`config.mk`:
```
export PLATFORM = sky130hd
export DESIGN_NAME = atc_top
export DESIGN_NICKNAME = d
export VERILOG_FILES = /design/src/core/atc_pkg.sv /design/src/core/atc_div_if.sv /design/src/core/atc_div.sv /design/src/core/atc_top.sv
export SDC_FILE = /design/constraint.sdc
export NUM_CORES = 1
export LEC_CHECK = 0
export BUFFER_PORTS_ARGS = -buffer_cell sky130_fd_sc_hd__buf_2
export CAP_MARGIN = 20
export CORE_MARGIN = 1.5
export CORE_UTILIZATION = 52
export CTS_CLUSTER_DIAMETER = 120
export DETAILED_ROUTE_END_ITERATION = 10
export GPL_ROUTABILITY_DRIVEN = 1
export GPL_TIMING_DRIVEN = 1
export PLACE_DENSITY = 0.83
export SLEW_MARGIN = 20
export SYNTH_ARGS = -nofsm -noshare
export SYNTH_HDL_FRONTEND = slang
export SYNTH_SLANG_ARGS = --single-unit
```
`constraint.sdc`:
```
create_clock -name I_CLK_SYS -period 3.6 [get_ports I_CLK_SYS]
set_input_delay 0 -clock I_CLK_SYS [delete_from_list [all_inputs] [get_ports I_CLK_SYS]]
set_output_delay 0 -clock I_CLK_SYS [all_outputs]
set_load 0.02 [all_outputs]
```
`src/core/atc_pkg.sv`:
```
// Package for the angle tooth tick counter
// Behaviour
// - Tick period from top 15 rate bits
// - Overdue tick with missing count positive: nothing
// - Early tooth, missing count positive: high-rate
// - Missing count clears only then; final marker also at final tooth
// - Newly written missing count always honoured
// - Count decrements per microcycle in normal mode only; halt at zero
// - Normal entered from high-rate or halt
// - Insert request acts as a real tooth
// - Final tooth clears marker, insert, time base
// - New ticks apply at halt tooth, base zeroed if written in normal
`default_nettype none
package atc_pkg;
  localparam int          ADDR_W      = 8;
  localparam int          DATA_W      = 32;
  localparam int          TICKS_W     = 10;
  localparam int          MISS_W      = 2;
  localparam int          RATE_W      = 24;
  localparam int          RATE_INT_W  = 15;
  localparam int          RATE_INT_LSB = RATE_W - RATE_INT_W;
  localparam int          PRESC_W     = 6;
  localparam int          TB_W        = 24;
  // Register offsets
  localparam logic [7:0]  OFS_TOOTH   = 8'h00;
  localparam logic [7:0]  OFS_RATE    = 8'h04;
  localparam logic [7:0]  OFS_TBCFG   = 8'h08;
  localparam logic [7:0]  OFS_STATUS  = 8'h0C;
  localparam logic [7:0]  OFS_TBASE   = 8'h10;
  // Tooth program fields
  localparam int          TICKS_LSB   = 0;
  localparam int          LAST_BIT    = 10;
  localparam int          INSERT_BIT  = 11;
  localparam int          MISS_LSB    = 12;
  // Reset values
  localparam logic [TICKS_W-1:0] TICKS_RST = 10'h000;
  localparam logic [RATE_W-1:0]  RATE_RST  = 24'h000200;
  localparam logic [PRESC_W-1:0] PRESC_RST = 6'h00;
  typedef enum logic [1:0] {
    MODE_HALT   = 2'b00,
    MODE_NORMAL = 2'b01,
    MODE_HIGH   = 2'b10
  } atc_mode_t;
endpackage : atc_pkg
`default_nettype wire

```
`src/core/atc_div_if.sv`:
```
// Interface between the counter core and a rate divider
`timescale 1ns/1ps
`default_nettype none
interface atc_div_if #(parameter int W = 8);
  logic         run;
  logic         restart;
  logic [W-1:0] period;
  logic         strobe;
  modport ctl (output run, output restart, output period, input strobe);
  modport div (input run, input restart, input period, output strobe);
endinterface : atc_div_if
`default_nettype wire

```
`src/core/atc_div.sv`:
```
// Divider: one strobe every period counted run cycles
`timescale 1ns/1ps
`default_nettype none
module atc_div #(
  parameter int W = 8
) (
  input  wire logic i_clk,
  input  wire logic i_rst_n,
  input  wire logic i_ce,
  atc_div_if.div    bus
);
  logic [W-1:0] cnt_reg;
  logic [W-1:0] cnt_next;
  wire          last_w = (cnt_reg + W'(1) >= bus.period);
  assign bus.strobe = bus.run & last_w;
  assign cnt_next   = bus.restart ? '0 :
                      (bus.run ? (last_w ? '0 : cnt_reg + W'(1)) : cnt_reg);
  always_ff @(posedge i_clk or negedge i_rst_n) begin
    if (!i_rst_n) begin
      cnt_reg <= '0;
    end else if (i_ce) begin
      cnt_reg <= cnt_next;
    end
  end
endmodule // atc_div
`default_nettype wire

```
`src/core/atc_top.sv`:
```
// Angle tooth tick counter with APB register port
//
// The register addresses and the APB register port were left to the implementer.
`timescale 1ns/1ps
`default_nettype none
module atc_top (
  input  wire logic                       I_CLK_SYS,
  input  wire logic                       I_RESET_N,
  input  wire logic                       I_CE,
  input  wire logic                       I_PSEL,
  input  wire logic                       I_PENABLE,
  input  wire logic                       I_PWRITE,
  input  wire logic [atc_pkg::ADDR_W-1:0] I_PADDR,
  input  wire logic [atc_pkg::DATA_W-1:0] I_PWDATA,
  output var  logic [atc_pkg::DATA_W-1:0] O_PRDATA,
  output wire logic                       O_PREADY,
  output wire logic                       O_PSLVERR,
  input  wire logic                       I_TOOTH,
  output wire logic                       O_ANGLE_TICK,
  output wire logic [1:0]                 O_MODE,
  output wire logic [atc_pkg::TB_W-1:0]   O_ANGLE_TIMEBASE
);
  import atc_pkg::*;

  ////////////////////////////////////////////////////////////////////////////
  // State
  atc_mode_t            mode_reg;
  atc_mode_t            mode_next;
  logic [TICKS_W-1:0]   ticks_prog_reg;
  logic [TICKS_W-1:0]   ticks_prog_next;
  logic [TICKS_W-1:0]   ticks_act_reg;
  logic [TICKS_W-1:0]   ticks_act_next;
  logic                 ticks_pend_reg;
  logic                 ticks_pend_next;
  logic [MISS_W-1:0]    miss_reg;
  logic [MISS_W-1:0]    miss_next;
  logic                 last_reg;
  logic                 last_next;
  logic                 insert_reg;
  logic                 insert_next;
  logic [RATE_W-1:0]    rate_reg;
  logic [RATE_W-1:0]    rate_next;
  logic [PRESC_W-1:0]   presc_reg;
  logic [PRESC_W-1:0]   presc_next;
  logic [TICKS_W-1:0]   tick_cnt_reg;
  logic [TICKS_W-1:0]   tick_cnt_next;
  logic [TB_W-1:0]      tb_reg;
  logic [TB_W-1:0]      tb_next;
  logic                 tooth_dly_reg;
  logic [DATA_W-1:0]    rdata_reg;
  logic [DATA_W-1:0]    rdata_next;

  ////////////////////////////////////////////////////////////////////////////
  // APB decode
  wire setup_w   = I_PSEL & ~I_PENABLE;
  wire access_w  = I_PSEL & I_PENABLE;
  wire sel_tooth = (I_PADDR == OFS_TOOTH);
  wire sel_rate  = (I_PADDR == OFS_RATE);
  wire sel_tbcfg = (I_PADDR == OFS_TBCFG);
  wire sel_stat  = (I_PADDR == OFS_STATUS);
  wire sel_tbase = (I_PADDR == OFS_TBASE);
  wire mapped_w  = sel_tooth | sel_rate | sel_tbcfg | sel_stat | sel_tbase;
  wire wr_w      = access_w & I_PWRITE & I_CE;
  wire tpr_wr    = wr_w & sel_tooth;
  wire rate_wr   = wr_w & sel_rate;
  wire tbcfg_wr  = wr_w & sel_tbcfg;

  assign O_PREADY  = access_w;
  assign O_PSLVERR = access_w & ~mapped_w;

  wire [TICKS_W-1:0] wr_ticks  = I_PWDATA[TICKS_LSB +: TICKS_W];
  wire [MISS_W-1:0]  wr_miss   = I_PWDATA[MISS_LSB +: MISS_W];
  wire               wr_last   = I_PWDATA[LAST_BIT];
  wire               wr_insert = I_PWDATA[INSERT_BIT];

  wire [DATA_W-1:0] tooth_rd = DATA_W'({miss_reg, insert_reg, last_reg, ticks_prog_reg});
  wire [DATA_W-1:0] rd_mux   =
    sel_tooth ? tooth_rd :
    sel_rate  ? DATA_W'(rate_reg) :
    sel_tbcfg ? DATA_W'(presc_reg) :
    sel_stat  ? DATA_W'({ticks_pend_reg, mode_reg}) :
    sel_tbase ? DATA_W'(tb_reg) : '0;
  assign rdata_next = (setup_w & ~I_PWRITE) ? rd_mux : rdata_reg;

  ////////////////////////////////////////////////////////////////////////////
  // Microcycle and tick dividers
  atc_div_if #(.W(PRESC_W + 1))  micro_if ();
  atc_div_if #(.W(RATE_INT_W))   tick_if ();

  atc_div #(.W(PRESC_W + 1)) u_micro_div (
    .i_clk   (I_CLK_SYS),
    .i_rst_n (I_RESET_N),
    .i_ce    (I_CE),
    .bus     (micro_if.div)
  );

  atc_div #(.W(RATE_INT_W)) u_tick_div (
    .i_clk   (I_CLK_SYS),
    .i_rst_n (I_RESET_N),
    .i_ce    (I_CE),
    .bus     (tick_if.div)
  );

  wire micro_w = micro_if.strobe;
  assign micro_if.run     = 1'b1;
  assign micro_if.restart = 1'b0;
  assign micro_if.period  = (PRESC_W + 1)'(presc_reg) + (PRESC_W + 1)'(1);

  wire is_halt   = (mode_reg == MODE_HALT);
  wire is_normal = (mode_reg == MODE_NORMAL);
  wire is_high   = (mode_reg == MODE_HIGH);

  ////////////////////////////////////////////////////////////////////////////
  // Tooth events and tick timing
  wire tooth_phys = I_TOOTH & ~tooth_dly_reg;
  wire tooth_evt  = tooth_phys | insert_reg;

  assign tick_if.run     = micro_w & is_normal;
  assign tick_if.restart = tooth_evt;
  assign tick_if.period  = rate_reg[RATE_INT_LSB +: RATE_INT_W];

  wire tick_time  = (is_normal & tick_if.strobe) | (is_high & micro_w);
  wire tooth_due  = (tick_cnt_reg >= ticks_act_reg);
  wire angle_tick = tick_time & ~tooth_due;
  wire miss_pos   = (miss_reg != '0);
  wire early_w    = tooth_evt & ~tooth_due;
  wire to_high    = is_normal & early_w & miss_pos;
  wire final_w    = is_normal & tooth_evt & last_reg & ~to_high;
  wire halt_load  = is_halt & tooth_evt;
  wire tb_clr     = final_w | (halt_load & ticks_pend_reg);

  assign O_ANGLE_TICK     = angle_tick;
  assign O_MODE           = mode_reg;
  assign O_ANGLE_TIMEBASE = tb_reg;
  assign O_PRDATA         = rdata_reg;

  ////////////////////////////////////////////////////////////////////////////
  // Mode sequencing
  always_comb begin
    mode_next = mode_reg;
    unique case (mode_reg)
      MODE_HALT: begin
        if (tooth_evt) begin
          mode_next = MODE_NORMAL;
        end
      end
      MODE_NORMAL: begin
        if (to_high) begin
          mode_next = MODE_HIGH;
        end else if (tooth_evt) begin
          mode_next = MODE_NORMAL;
        end else if (tick_time & tooth_due & ~miss_pos) begin
          mode_next = MODE_HALT;
        end
      end
      MODE_HIGH: begin
        if (tick_time & tooth_due & ~tooth_evt) begin
          mode_next = MODE_NORMAL;
        end
      end
      default: mode_next = MODE_HALT;
    endcase
  end

  ////////////////////////////////////////////////////////////////////////////
  // Field updates
  assign miss_next = tpr_wr ? wr_miss :
                     to_high ? '0 :
                     (is_normal & micro_w & miss_pos) ? miss_reg - MISS_W'(1) :
                     miss_reg;
  assign last_next = tpr_wr ? wr_last :
                     (to_high | final_w) ? 1'b0 :
                     last_reg;
  assign insert_next = (tpr_wr & wr_insert) ? 1'b1 :
                       (insert_reg | final_w) ? 1'b0 :
                       insert_reg;
  assign ticks_prog_next = tpr_wr ? wr_ticks : ticks_prog_reg;
  assign ticks_pend_next = (tpr_wr & is_normal) ? 1'b1 :
                           halt_load ? 1'b0 : ticks_pend_reg;
  assign ticks_act_next  = halt_load ? ticks_prog_reg : ticks_act_reg;
  assign tick_cnt_next   = tooth_evt ? '0 :
                           angle_tick ? tick_cnt_reg + TICKS_W'(1) : tick_cnt_reg;
  assign tb_next = tb_clr ? '0 :
                   angle_tick ? tb_reg + TB_W'(1) : tb_reg;
  assign rate_next  = rate_wr ? I_PWDATA[RATE_W-1:0] : rate_reg;
  assign presc_next = tbcfg_wr ? I_PWDATA[PRESC_W-1:0] : presc_reg;

  ////////////////////////////////////////////////////////////////////////////
  // Registers
  always_ff @(posedge I_CLK_SYS or negedge I_RESET_N) begin
    if (!I_RESET_N) begin
      mode_reg       <= MODE_HALT;
      miss_reg       <= '0;
      last_reg       <= 1'b0;
      insert_reg     <= 1'b0;
      ticks_prog_reg <= TICKS_RST;
      ticks_act_reg  <= TICKS_RST;
      ticks_pend_reg <= 1'b0;
      tick_cnt_reg   <= '0;
      tooth_dly_reg  <= 1'b0;
    end else if (I_CE) begin
      mode_reg       <= mode_next;
      miss_reg       <= miss_next;
      last_reg       <= last_next;
      insert_reg     <= insert_next;
      ticks_prog_reg <= ticks_prog_next;
      ticks_act_reg  <= ticks_act_next;
      ticks_pend_reg <= ticks_pend_next;
      tick_cnt_reg   <= tick_cnt_next;
      tooth_dly_reg  <= I_TOOTH;
    end
  end

  always_ff @(posedge I_CLK_SYS or negedge I_RESET_N) begin
    if (!I_RESET_N) begin
      tb_reg    <= '0;
      rate_reg  <= RATE_RST;
      presc_reg <= PRESC_RST;
      rdata_reg <= '0;
    end else if (I_CE) begin
      tb_reg    <= tb_next;
      rate_reg  <= rate_next;
      presc_reg <= presc_next;
      rdata_reg <= rdata_next;
    end
  end
endmodule // atc_top
`default_nettype wire

```
After elaboration in Yosys (flattened, before gate mapping)
Cells that the tools add are included.
W data, S select, Z words.
- bits in registers: 146
- input bits: 47
- output and inout bits: 61
- logic and storage cells: 130
- $add $sub $neg: 6
- order comparisons: 3
- equality and inequality tests: 9
- mux-type cells: 28
- bitwise operators: 46
- reductions and logical operators: 23
- operators with widths (kind ; number):
    $mux W24 ; 7
    $mux W15 ; 3
    $and A1 B1 Y1 ; 29
    $add A24 B1 Y24 const B ; 1
    $reduce_and A2 Y1 ; 12
    $mux W10 ; 2
    $eq A8 B4 Y1 const B ; 2
    $mux W2 ; 8
    $add A15 B1 Y15 const B ; 1
    $ge A15 B15 Y1 ; 1
    $reduce_bool A2 Y1 ; 7
    $add A10 B1 Y10 const B ; 1
    $ge A10 B10 Y1 ; 1
    $or A1 B1 Y1 ; 9
    $eq A8 B3 Y1 const B ; 1
    $eq A8 B5 Y1 const B ; 1
    $logic_not A8 Y1 ; 1
    $not A1 Y1 ; 8
    $add A6 B1 Y7 const B ; 1
    $add A7 B1 Y7 const B ; 1
    $ge A7 B7 Y1 ; 1
    $mux W7 ; 1
    $mux W1 ; 6
    $pmux W2 S3 ; 1
    8 further kinds ; 9

Longest topological paths before layout
Gate-level depths: netlist of run 1.
- depth after elaboration: 12
- depth in mapped cells: 15
- mapped depth without buffers: 15

Modules after synthesis
A second synthesis of run 1 with hierarchy kept.
- cell total of the unflattened synthesis: 808
- area, all modules: 7965.1 um2
- modules (own cells, without submodules) (module ; instances ; cells each ; area an instance (um2) ; seq. area each (um2)):
    atc_top ; 1 ; 602 ; 6139.6 ; 2904.0
    atc_div at u_tick_div ; 1 ; 142 ; 1229.9 ; 375.4
    atc_div at u_micro_div ; 1 ; 64 ; 595.6 ; 175.2

Least setup slack after synthesis of run 1
Ideal clock, no wire load.
- path type: flip-flop to flip-flop
- start: reg u_tick_div.cnt_reg[0]
- end: reg tb_reg[13], in the netlist O_ANGLE_TIMEBASE[13]
- library setup time: 86 ps
- arrival time: 3322 ps
- slack: 192 ps
- cell stages (with the launch flop): 16
- buffers on the path: 1
- cells stage by stage: dfrtp_1 -> ha_1 -> nand3_1 -> nor2_1 -> and3_1 -> and3_1 -> xor2_1 -> ha_1 -> a21oi_1 -> o21ai_0 -> a22oi_2 -> o311ai_4 -> a211o_1 -> buf_2 -> and4_1 -> nor3_1
- word-level cells in the longest chain between the ends: 8
- ends and longest elaborated chain (what ; RTL line ; text):
    from (decl) ; atc_div.sv:12 ; logic [W-1:0] cnt_reg;
    from (signal assigned) ; atc_div.sv:22 ; cnt_reg <= cnt_next;
    $add A15 B1 Y15 ; atc_div.sv:14 ; wire last_w = (cnt_reg + W'(1) >= bus.period);
    $ge A15 B15 Y1 ; atc_div.sv:14 ;
    $and A1 B1 Y1 ; atc_div.sv:15 ; assign bus.strobe = bus.run & last_w;
    $and A1 B1 Y1 ; atc_top.sv:122 ; wire tick_time = (is_normal & tick_if.strobe) | (is_high & micro_w);
    $or A1 B1 Y1 ; atc_top.sv:122 ;
    $and A1 B1 Y1 ; atc_top.sv:124 ; wire angle_tick = tick_time & ~tooth_due;
    $reduce_bool A2 Y1 (no line) ; - ;
    $reduce_and A2 Y1 (no line) ; - ;
    to (signal assigned) ; atc_top.sv:221 ; tb_reg <= tb_next;
    to (decl) ; atc_top.sv:47 ; logic [TB_W-1:0] tb_reg;
Every way passes these cells.
A chain may end at the register's enable or synchronous reset.

Worst setup path after layout of run 1
- start: reg u_tick_div.cnt_reg[1]
- end: reg tb_reg[17], in the netlist O_ANGLE_TIMEBASE[17]
The elaborated chain is that of the path after synthesis.

==> flow_summary.yaml, run 1 <==
logic_synthesis:
  synth_seq_cells: 138
  ys_types: 66
  avgSynthCellArea_sq_um: 9.614
  synthArstFlopShare_pct: 100.0
  syn_inst: 791
  synthesis.area_sq_um: 7605
  synth_top_family_by_area: "compound AO/OA/AOI/OAI gates"
  synth_xor_area_share_pct: 2.534
  synth_edf_count: 0
  synthMuxAreaShare_pct: 4.261
  ys_warn_count: 0
  ys_seq_area_share_pct: 45.43
  synth_simple_gate_area_share_pct: 16.88
  synth_ff_type: "dfrtp_1"
  synth_compound_area_share_pct: 19.46
  synth_fa_ha_area_share_pct: 6.252
pwr:
  power_density_nw_per_um2: 533.2
  switching_share_pct: 34.03
  p_int_mw: 3.277
  p_leak_nw: 4.371
  p_clk_share_pct: 35.7
  power.net_switching_mw: 1.691
  p_seq_share_pct: 39.1
  ir_drop_v: 0.0004021
  p_comb_share_pct: 25.2
cells_and_area:
  stdcell_area_sq_um: 9318
  final_util_pct: 64.60
  fin_nets: 1009
  n_antenna_cell: 0
  drive_above_1_share_pct: 23.16
  area_growth_pct: 22.52
  final_common_cell: "dfrtp_1"
  final_cell_mix: "135 x dfrtp_1, 90 x buf_2, 74 x nand2_1"
critical_path:
  rr_worst_depth: 15
  end_kind: "register"
  setup.worst_path.start_class: "register"
  critPathKind: "reg -> reg"
  reg2reg_from: "u_tick_div.cnt_reg[1]"
  worstPathRequired_ns: 3.97
  r2r_slack_ns: 0.05
  reg2reg_to: "O_ANGLE_TIMEBASE[17]"
  arrival_ns: 3.92
  worstPathMaxFanout: 7
global_route:
  grt_max_degree: 63
  grt_pass1_wl_mm: 32.86
  overflow: 0
  grt_pass1_vias: 6522
  antenna_found_initial: 0
  track_usage_pct: 28.33
timing:
  rsz0062_at_grt: "true"
  slew_headroom_pct: 41.43
  finalMaxSlewViolations: 0
  min_period_ns: 3.546
  finalClockSkew_ns: 0.009068
  finalCritPeriodShare_pct: 98.49
  finalSetupViolCount: 0
  tns_ns: 0
  max_freq_mhz: 282.0
  hold_viol: 0
  worstMarginPinSlew_ns: 0.8753
worst_hold_path:
  hold_path_class: "in -> async"
floorplanning:
  die_area_sq_um: 15360
  initial_core_util_pct: 52.72
  pin_count: 108
  fp.coreArea_sq_um: 14420
  die_w_um: 123.9
  die_h_um: 123.9
  rows: 44
placement:
  gp_congestion: 0.8508
  place_area_sq_um: 8302
  port_buffers: 91
  place_hpwl_mm: 14.07
flow_run:
  maxCapViolCount: 0
cts:
  cts.sinks: 138
  htree_levels: 4
  path_clk_slew_ns: 0.06
  cts_root_buf: "clkbuf_16"
  cts_tree: "built"
  clk_path_buf_depth: 2
  clk_latency_ns: 0.44
  numCtsBuffers: 17
routing:
  drt_pass1_iterations: 7
  routed_wl_mm: 21.25
  vias: 6996
  drt_drc_violations_left: 0
  detail_route.wl_per_cell_um: 18.96
  drtIter0Drc: 809
  vias_per_cell: 6.241
  ant_nets: 0
run_status:
  status: "finished clean"
metrics by stage:
| step | setup slack (ns) | hold slack [ns] | instances | power [mW] |
|---|---|---|---|---|
| 2_1_floorplan | 0.1924 | -0.2956 | 798 | 2.656 |
| 3_3_place_gp | 0.1650 | 0.01713 | 1054 | 3.093 |
| 3_5_place_dp | 0.08173 | 0.02614 | 1054 | 3.133 |
| 4_1_cts | 0.002236 | 0.1279 | 1117 | 4.927 |
| 5_1_grt | -0.1033 | 0.1795 | 1121 | 5.183 |
| 6_report | 0.05439 | 0.1226 | 1121 | 4.968 |
worst max-delay path, stage by stage (launching register included):
cell and delay [ns]:
dfrtp_1 0.39, ha_2 0.22, nand3_4 0.10, nor2_2 0.12
and3_4 0.21, and3_1 0.20, xor2_2 0.26, ha_4 0.18
nand4_1 0.21, inv_2 0.13, nand2_2 0.09, o311ai_4 0.36
a211oi_2 0.14, buf_4 0.20, or4_1 0.52, a21oi_2 0.14
synthesized netlist by cell type, drive strengths merged (2+ instances only):
cell | n | area, sq um
nor2 | 45 | 173.9
or2 | 2 | 12.52
and2 | 7 | 43.80
o211ai | 2 | 15.01
dfrtp | 137 | 3428
and4 | 8 | 70.07
mux2i | 2 | 20.02
a211o | 3 | 26.28
or3 | 11 | 68.82
nand4 | 14 | 87.58
a22o | 12 | 105.1
a21o | 5 | 37.54
a222oi | 12 | 120.1
nand2 | 76 | 285.3
o311ai | 2 | 35.04
a211oi | 3 | 32.53
xor2 | 10 | 87.58
buf | 26 | 161.4
o31ai | 7 | 52.55
or4 | 7 | 52.55
a22oi | 13 | 102.6
a41o | 2 | 20.02
ha | 38 | 475.5
o21ai | 68 | 340.3
o2bb2ai | 3 | 26.28
xnor2 | 12 | 105.1
nor3 | 19 | 110.1
a221o | 2 | 20.02
clkbuf | 17 | 63.81
mux2 | 27 | 304.0
o41ai | 7 | 61.31
a31oi | 17 | 112.6
and3 | 18 | 112.6
inv | 44 | 165.2
a21oi | 55 | 286.5
o32ai | 3 | 26.28
nand3 | 38 | 195.2
nand2b | 5 | 33.78
power groups by stage:
stage               logic [mW]  registers, mW  clock network [mW]
floorplan                0.635           2.02                   0
global placement          1.14           1.95                   0
detailed placement        1.18           1.96                   0
CTS                       1.22           1.93                1.78
global route              1.37           1.97                1.85
finish                    1.25           1.94                1.77
kinds of logic after synthesis:
kind of cell               count (synthesis)
muxes                                     29
DFF                                      138
AOI/OAI and AO/OA                        221
xor gates and xnor gates                  22
other                                      1
and+or+nand+nor                          255
adders and majority gates                 38
buffers and inverters                     87
layout make-up:
class | count | area (sq um)
Fill cell | 1097 | 5106
Clock buffer | 24 | 471.7
Timing Repair Buffer | 150 | 989.7
Multi-Input combinational cell | 573 | 3886
Sequential cell | 138 | 3457
Clock inverter | 8 | 117.6
Inverter | 44 | 165.2
Tap cell | 184 | 230.2
how the worst max path moves through the flow:
stage / startpoint / to / slack [ns]
4_1_cts: u_tick_div.cnt_reg[1] / O_ANGLE_TIMEBASE[23] / 0.002
3_5_place_dp: u_tick_div.cnt_reg[0] / O_ANGLE_TIMEBASE[17] / 0.08
6_report: u_tick_div.cnt_reg[1] / O_ANGLE_TIMEBASE[17] / 0.05
2_1_floorplan: u_tick_div.cnt_reg[0] / O_ANGLE_TIMEBASE[13] / 0.19
3_3_place_gp: u_tick_div.cnt_reg[1] / tick_cnt_reg[4] / 0.16
5_1_grt: u_tick_div.cnt_reg[1] / tick_cnt_reg[3] / -0.10
routing by layer:
metal	track usage, %	routed length (um)	part of all wire (%)
met4	15.84	942	4.4
met2	43.61	9973	47
met1	37.39	8650	41
met3	5.952	1685	7.9
met5	0	0	0
repair_timing:
item | in CTS | in global routing
setup buffers | 2 | 4
pin swaps | 2 | 7
endpoints found under the hold margin | 111 | 0
hold buffers | 29 | 0
endpoints found under the setup margin | 1 | 40
gates resized for setup | 4 | 21
(Power assumes the default switching activity.)
==> run 2: changes to the inputs <==
Settings changed: CAP_MARGIN 20 to not set, PLACE_DENSITY 0.83 to 0.76.
==> flow_summary.yaml, run 2 (same netlist as run 1, synthesis figures left out) <==
cts:
  clk_path_buf_depth: 2
  path_clk_slew_ns: 0.06
  numCtsBuffers: 17
  htree_levels: 4
  cts_tree: "built"
  cts.sinks: 138
  cts_root_buf: "clkbuf_16"
  clk_latency_ns: 0.42
pwr:
  ir_drop_v: 0.0003731
  power.net_switching_mw: 1.660
  switching_share_pct: 33.57
  p_seq_share_pct: 39.3
  p_clk_share_pct: 36.0
  p_int_mw: 3.284
  p_leak_nw: 4.342
  power_density_nw_per_um2: 536.8
  p_comb_share_pct: 24.7
critical_path:
  slowest_stage: "o41ai_1"
  worstPathMaxFanout: 8
  crit_chain: "ha_2 > nand3_2 > nor2_2 > and3_4 > and3_4 > xor2_2 > ha_1 > nand4_1 > inv_1 > nand2_1 > o311ai_4 > buf_4 > buf_4 > nand2_1 > o41ai_1"
  critPathKind: "reg -> reg"
  arrival_ns: 3.70
  setup.worst_path.start_class: "register"
  slowest_delay_ns: 0.45
  worstPathRequired_ns: 3.89
  end_kind: "register"
timing:
  min_period_ns: 3.416
  max_freq_mhz: 292.8
  finalSetupViolCount: 0
  worstMarginPinSlew_ns: 0.9612
  finalMaxSlewViolations: 0
  finalCritPeriodShare_pct: 94.88
  hold_viol: 0
  fin_ws_ns: 0.1844
  slew_headroom_pct: 35.92
  finalClockSkew_ns: 0.01041
  hold_ws_ns: 0.03158
global_route:
  grt_max_degree: 79
  antenna_found_initial: 0
  overflow: 0
  grt_pass1_vias: 6355
  track_usage_pct: 27.57
  grt_pass1_wl_mm: 32.44
cells_and_area:
  area_growth_pct: 21.09
  final_cell_mix: "137 x dfrtp_1, 90 x buf_2, 76 x nand2_1"
  fin_cells: 1111
  stdcell_area_sq_um: 9209
  drive_above_1_share_pct: 21.90
  multi_input_area_sq_um: 3856
  final_common_cell: "dfrtp_1"
  nFillCells: 1187
  fin_nets: 1000
  n_antenna_cell: 0
  regArea_sq_um: 3455
worst_hold_path:
  hold_path_class: "in -> reg"
routing:
  vias_per_cell: 6.063
  drt_pass1_iterations: 7
  vias: 6736
  drt_drc_violations_left: 0
  drtIter0Drc: 676
  routed_wl_mm: 20.26
  detail_route.wl_per_cell_um: 18.23
  ant_nets: 0
placement:
  place_hpwl_mm: 13.65
  placedCellCount: 1053
  pre_cts_slack_ns: 0.09272
  port_buffers: 91
  place_area_sq_um: 8282
  gp_congestion: 0.8619
floorplanning:
  fp.coreArea_sq_um: 14420
  initial_core_util_pct: 52.72
  die_h_um: 123.9
  pin_count: 108
  rows: 44
  die_area_sq_um: 15360
  die_w_um: 123.9
flow_run:
  maxCapViolCount: 0
run_status:
  status: "finished clean"
==> run 2: critical path: cells and delay by family (launching register included) <==
family	cells	cell delay, ns
DFF	1	0.38
adders and majority gates	2	0.51
and+or+nand+nor	7	1.07
buffers and inverters	3	0.43
AOI/OAI and AO/OA	2	0.84
xor gates and xnor gates	1	0.07
==> run 2: path summary, 6_finish.rpt <==
kind | startpoint | to | slack (ns) | depth (start not counted)
hold reg to reg | rate_reg[0] | rate_reg[0] | 0.50 | 1
setup / recovery | u_tick_div.cnt_reg[1] | O_ANGLE_TIMEBASE[8] | 0.18 | 15
hold / removal | I_CE | tick_cnt_reg[1] | 0.03 | 3
max in group asynchronous | I_RESET_N | presc_reg[3] | 2.52 | 3
min in group asynchronous | I_RESET_N | O_ANGLE_TIMEBASE[19] | 0.18 | 2
setup reg to reg | u_tick_div.cnt_reg[1] | O_ANGLE_TIMEBASE[8] | 0.18 | 15
==> run 2: metrics by stage <==
step | setup TNS (ns) | power [mW] | util [%]
CTS | 0 | 4.942 | 63.42
global route | -0.1005 | 5.191 | 63.84
global placement | 0 | 3.101 | 57.42
floorplan | 0 | 2.656 | -
finish | 0 | 4.943 | 63.84
detailed placement | 0 | 3.127 | 57.42
==> run 2: layer usage <==
layer	wire length, um	global-route usage, %	up-vias
li1	-	-	3143
met1	8945	37.47	3332
met2	9709	43.68	224
met3	1178	6.227	37
met4	422	9.659	0
met5	0	0	-
==> run 2: layout make-up <==
type / count / share of cell area (%)
multi-input cells: 573 / 41.88
flip-flops and latches: 138 / 37.51
repair buffers: 141 / 9.837
clock buffers: 24 / 5.231
well taps: 184 / 2.500
inverters: 44 / 1.793
clock inverters: 7 / 1.250
==> run 2: repair_timing <==
item,CTS,global route
setup buffers,1,0
pin swaps,1,3
hold buffers,26,0
endpoints found under the setup margin,1,26
gates resized for setup,2,14
endpoints found under the hold margin,120,0
==> run 2: power by group through the flow <==
stage                     combinational (mW)  clock [mW]  sequential, mW
after floorplan                        0.635           0            2.02
after global placement                  1.14           0            1.96
after detailed placement                1.17           0            1.96
after CTS                               1.20        1.80            1.94
after global routing                    1.35        1.88            1.97
final                                   1.22        1.78            1.94
==> run 3: changes to the inputs <==
Settings changed: BUFFER_PORTS_ARGS -buffer_cell sky130_fd_sc_hd__buf_2 to not set, CORE_UTILIZATION 52 to 58, DONT_BUFFER_PORTS set to 1.
==> flow_summary.yaml, run 3 (same netlist as run 1, synthesis figures left out) <==
run_status:
  status: "finished clean"
critical_path:
  arrival_ns: 3.80
  setup.worst_path.start_class: "register"
  worstPathMaxFanout: 7
  rr_worst_depth: 16
  worstPathRequired_ns: 3.95
  critPathKind: "reg -> reg"
  end_kind: "register"
timing:
  finalClockSkew_ns: 0.005926
  fin_ws_ns: 0.1493
  finalCritPeriodShare_pct: 95.85
  hold_viol: 0
  finalMaxSlewViolations: 0
  worstMarginPinSlew_ns: 0.9144
  max_freq_mhz: 289.8
  slew_headroom_pct: 39.04
  tns_ns: 0
  finalSetupViolCount: 0
  min_period_ns: 3.451
cts:
  cts.sinks: 138
  clk_latency_ns: 0.43
  htree_levels: 4
  path_clk_slew_ns: 0.06
  numCtsBuffers: 17
  cts_root_buf: "clkbuf_16"
  clk_path_buf_depth: 2
  cts_tree: "built"
floorplanning:
  die_w_um: 117.5
  initial_core_util_pct: 59.78
  die_h_um: 117.5
  pin_count: 108
  die_area_sq_um: 13810
  fp.coreArea_sq_um: 12720
  rows: 41
cells_and_area:
  fin_nets: 921
  n_antenna_cell: 0
  area_growth_pct: 16.77
  drive_above_1_share_pct: 15.31
  multi_input_area_sq_um: 3882
  final_common_cell: "dfrtp_1"
  final_cell_mix: "135 x dfrtp_1, 74 x nand2_1, 65 x o21ai_0"
  nFillCells: 955
  regArea_sq_um: 3457
pwr:
  design_power_total_mw: 4.904
  p_leak_nw: 4.005
  power_density_nw_per_um2: 552.3
  ir_drop_v: 0.0003237
routing:
  detail_route.wl_per_cell_um: 20.73
  drt_pass1_iterations: 6
  vias_per_cell: 6.518
  drt_drc_violations_left: 0
  vias: 6655
  drtIter0Drc: 893
  ant_nets: 0
  routed_wl_mm: 21.17
worst_hold_path:
  min_path_cells: 4
  hold_path_class: "in -> reg"
flow_run:
  maxCapViolCount: 0
global_route:
  overflow: 0
  grt_pass1_wl_mm: 33.42
  track_usage_pct: 30.78
  antenna_found_initial: 0
  grt_pass1_vias: 6388
  grt_max_degree: 139
placement:
  place_hpwl_mm: 13.79
  gp_congestion: 0.9164
  pre_cts_slack_ns: 0.02955
  port_buffers: 0
[run 3: layout make-up]
type | count | share of cell area [%]
Multi-Input combinational cell | 573 | 43.72
Sequential cell | 138 | 38.93
Timing Repair Buffer | 62 | 6.270
Clock buffer | 20 | 5.143
Tap cell | 172 | 2.424
Inverter | 44 | 1.860
Clock inverter | 12 | 1.649
[run 3: repair_timing]
action | 4_1_cts | 5_1_grt
hold endpoints to repair | 213 | 0
buffers inserted | 2 | 9
gates resized for setup | 6 | 20
hold buffers | 31 | 0
cloned | 0 | 1
pin swaps | 2 | 8
setup endpoints to repair | 13 | 46
[run 3: final timing paths]
path / from / end / slack, ns
max in group asynchronous: I_RESET_N / u_tick_div.cnt_reg[2] / 2.82
min in group asynchronous: I_RESET_N / O_ANGLE_TIMEBASE[15] / 0.19
worst min-delay path: I_PADDR[3] / O_PRDATA[3] / 0.04
worst min register to register: rate_reg[4] / rate_reg[4] / 0.51
worst max-delay path: u_tick_div.cnt_reg[0] / O_ANGLE_TIMEBASE[5] / 0.15
worst max register to register: u_tick_div.cnt_reg[0] / O_ANGLE_TIMEBASE[5] / 0.15
[run 3: metal layers]
| metal | track usage, % | up-vias | wire, um |
|---|---|---|---|
| met4 | 12.65 | 0 | 564 |
| met5 | 0 | - | 0 |
| met3 | 7.994 | 62 | 2039 |
| li1 | - | 2985 | - |
| met1 | 41.43 | 3246 | 8629 |
| met2 | 47.72 | 362 | 9936 |
[run 3: per-stage QoR]
step | util [%] | hold WS, ns | cells | instance area, sq um
after floorplan | - | -0.2956 | 798 | 7631
after global placement | 61.07 | -0.2889 | 946 | 7770
after detailed placement | 61.07 | -0.2909 | 946 | 7770
after CTS | 68.60 | 0.02204 | 1011 | 8727
after global routing | 69.80 | 0.05244 | 1021 | 8880
final | 69.80 | 0.03592 | 1021 | 8880
[run 3: worst max-delay path, cell delays in order, from the launching register on]
cell and delay [ns]:
dfrtp_2 0.41, buf_4 0.13, nand2_1 0.08, nor2_2 0.18, and3_4 0.25, nand3_1 0.10
xnor2_1 0.18, ha_1 0.32, nand2_1 0.06, o21ai_0 0.37, a22oi_2 0.14, o311ai_4 0.19
a211oi_2 0.17, buf_6 0.17, buf_4 0.14, or3_1 0.33, a21oi_1 0.16
[run 3: power breakdown]
group	total [mW]	switching [mW]	internal (mW)	leakage (nW)
registers	2.11	0.393	1.72	1.75
clock network	1.80	0.677	1.12	0.292
logic	0.996	0.626	0.370	1.96
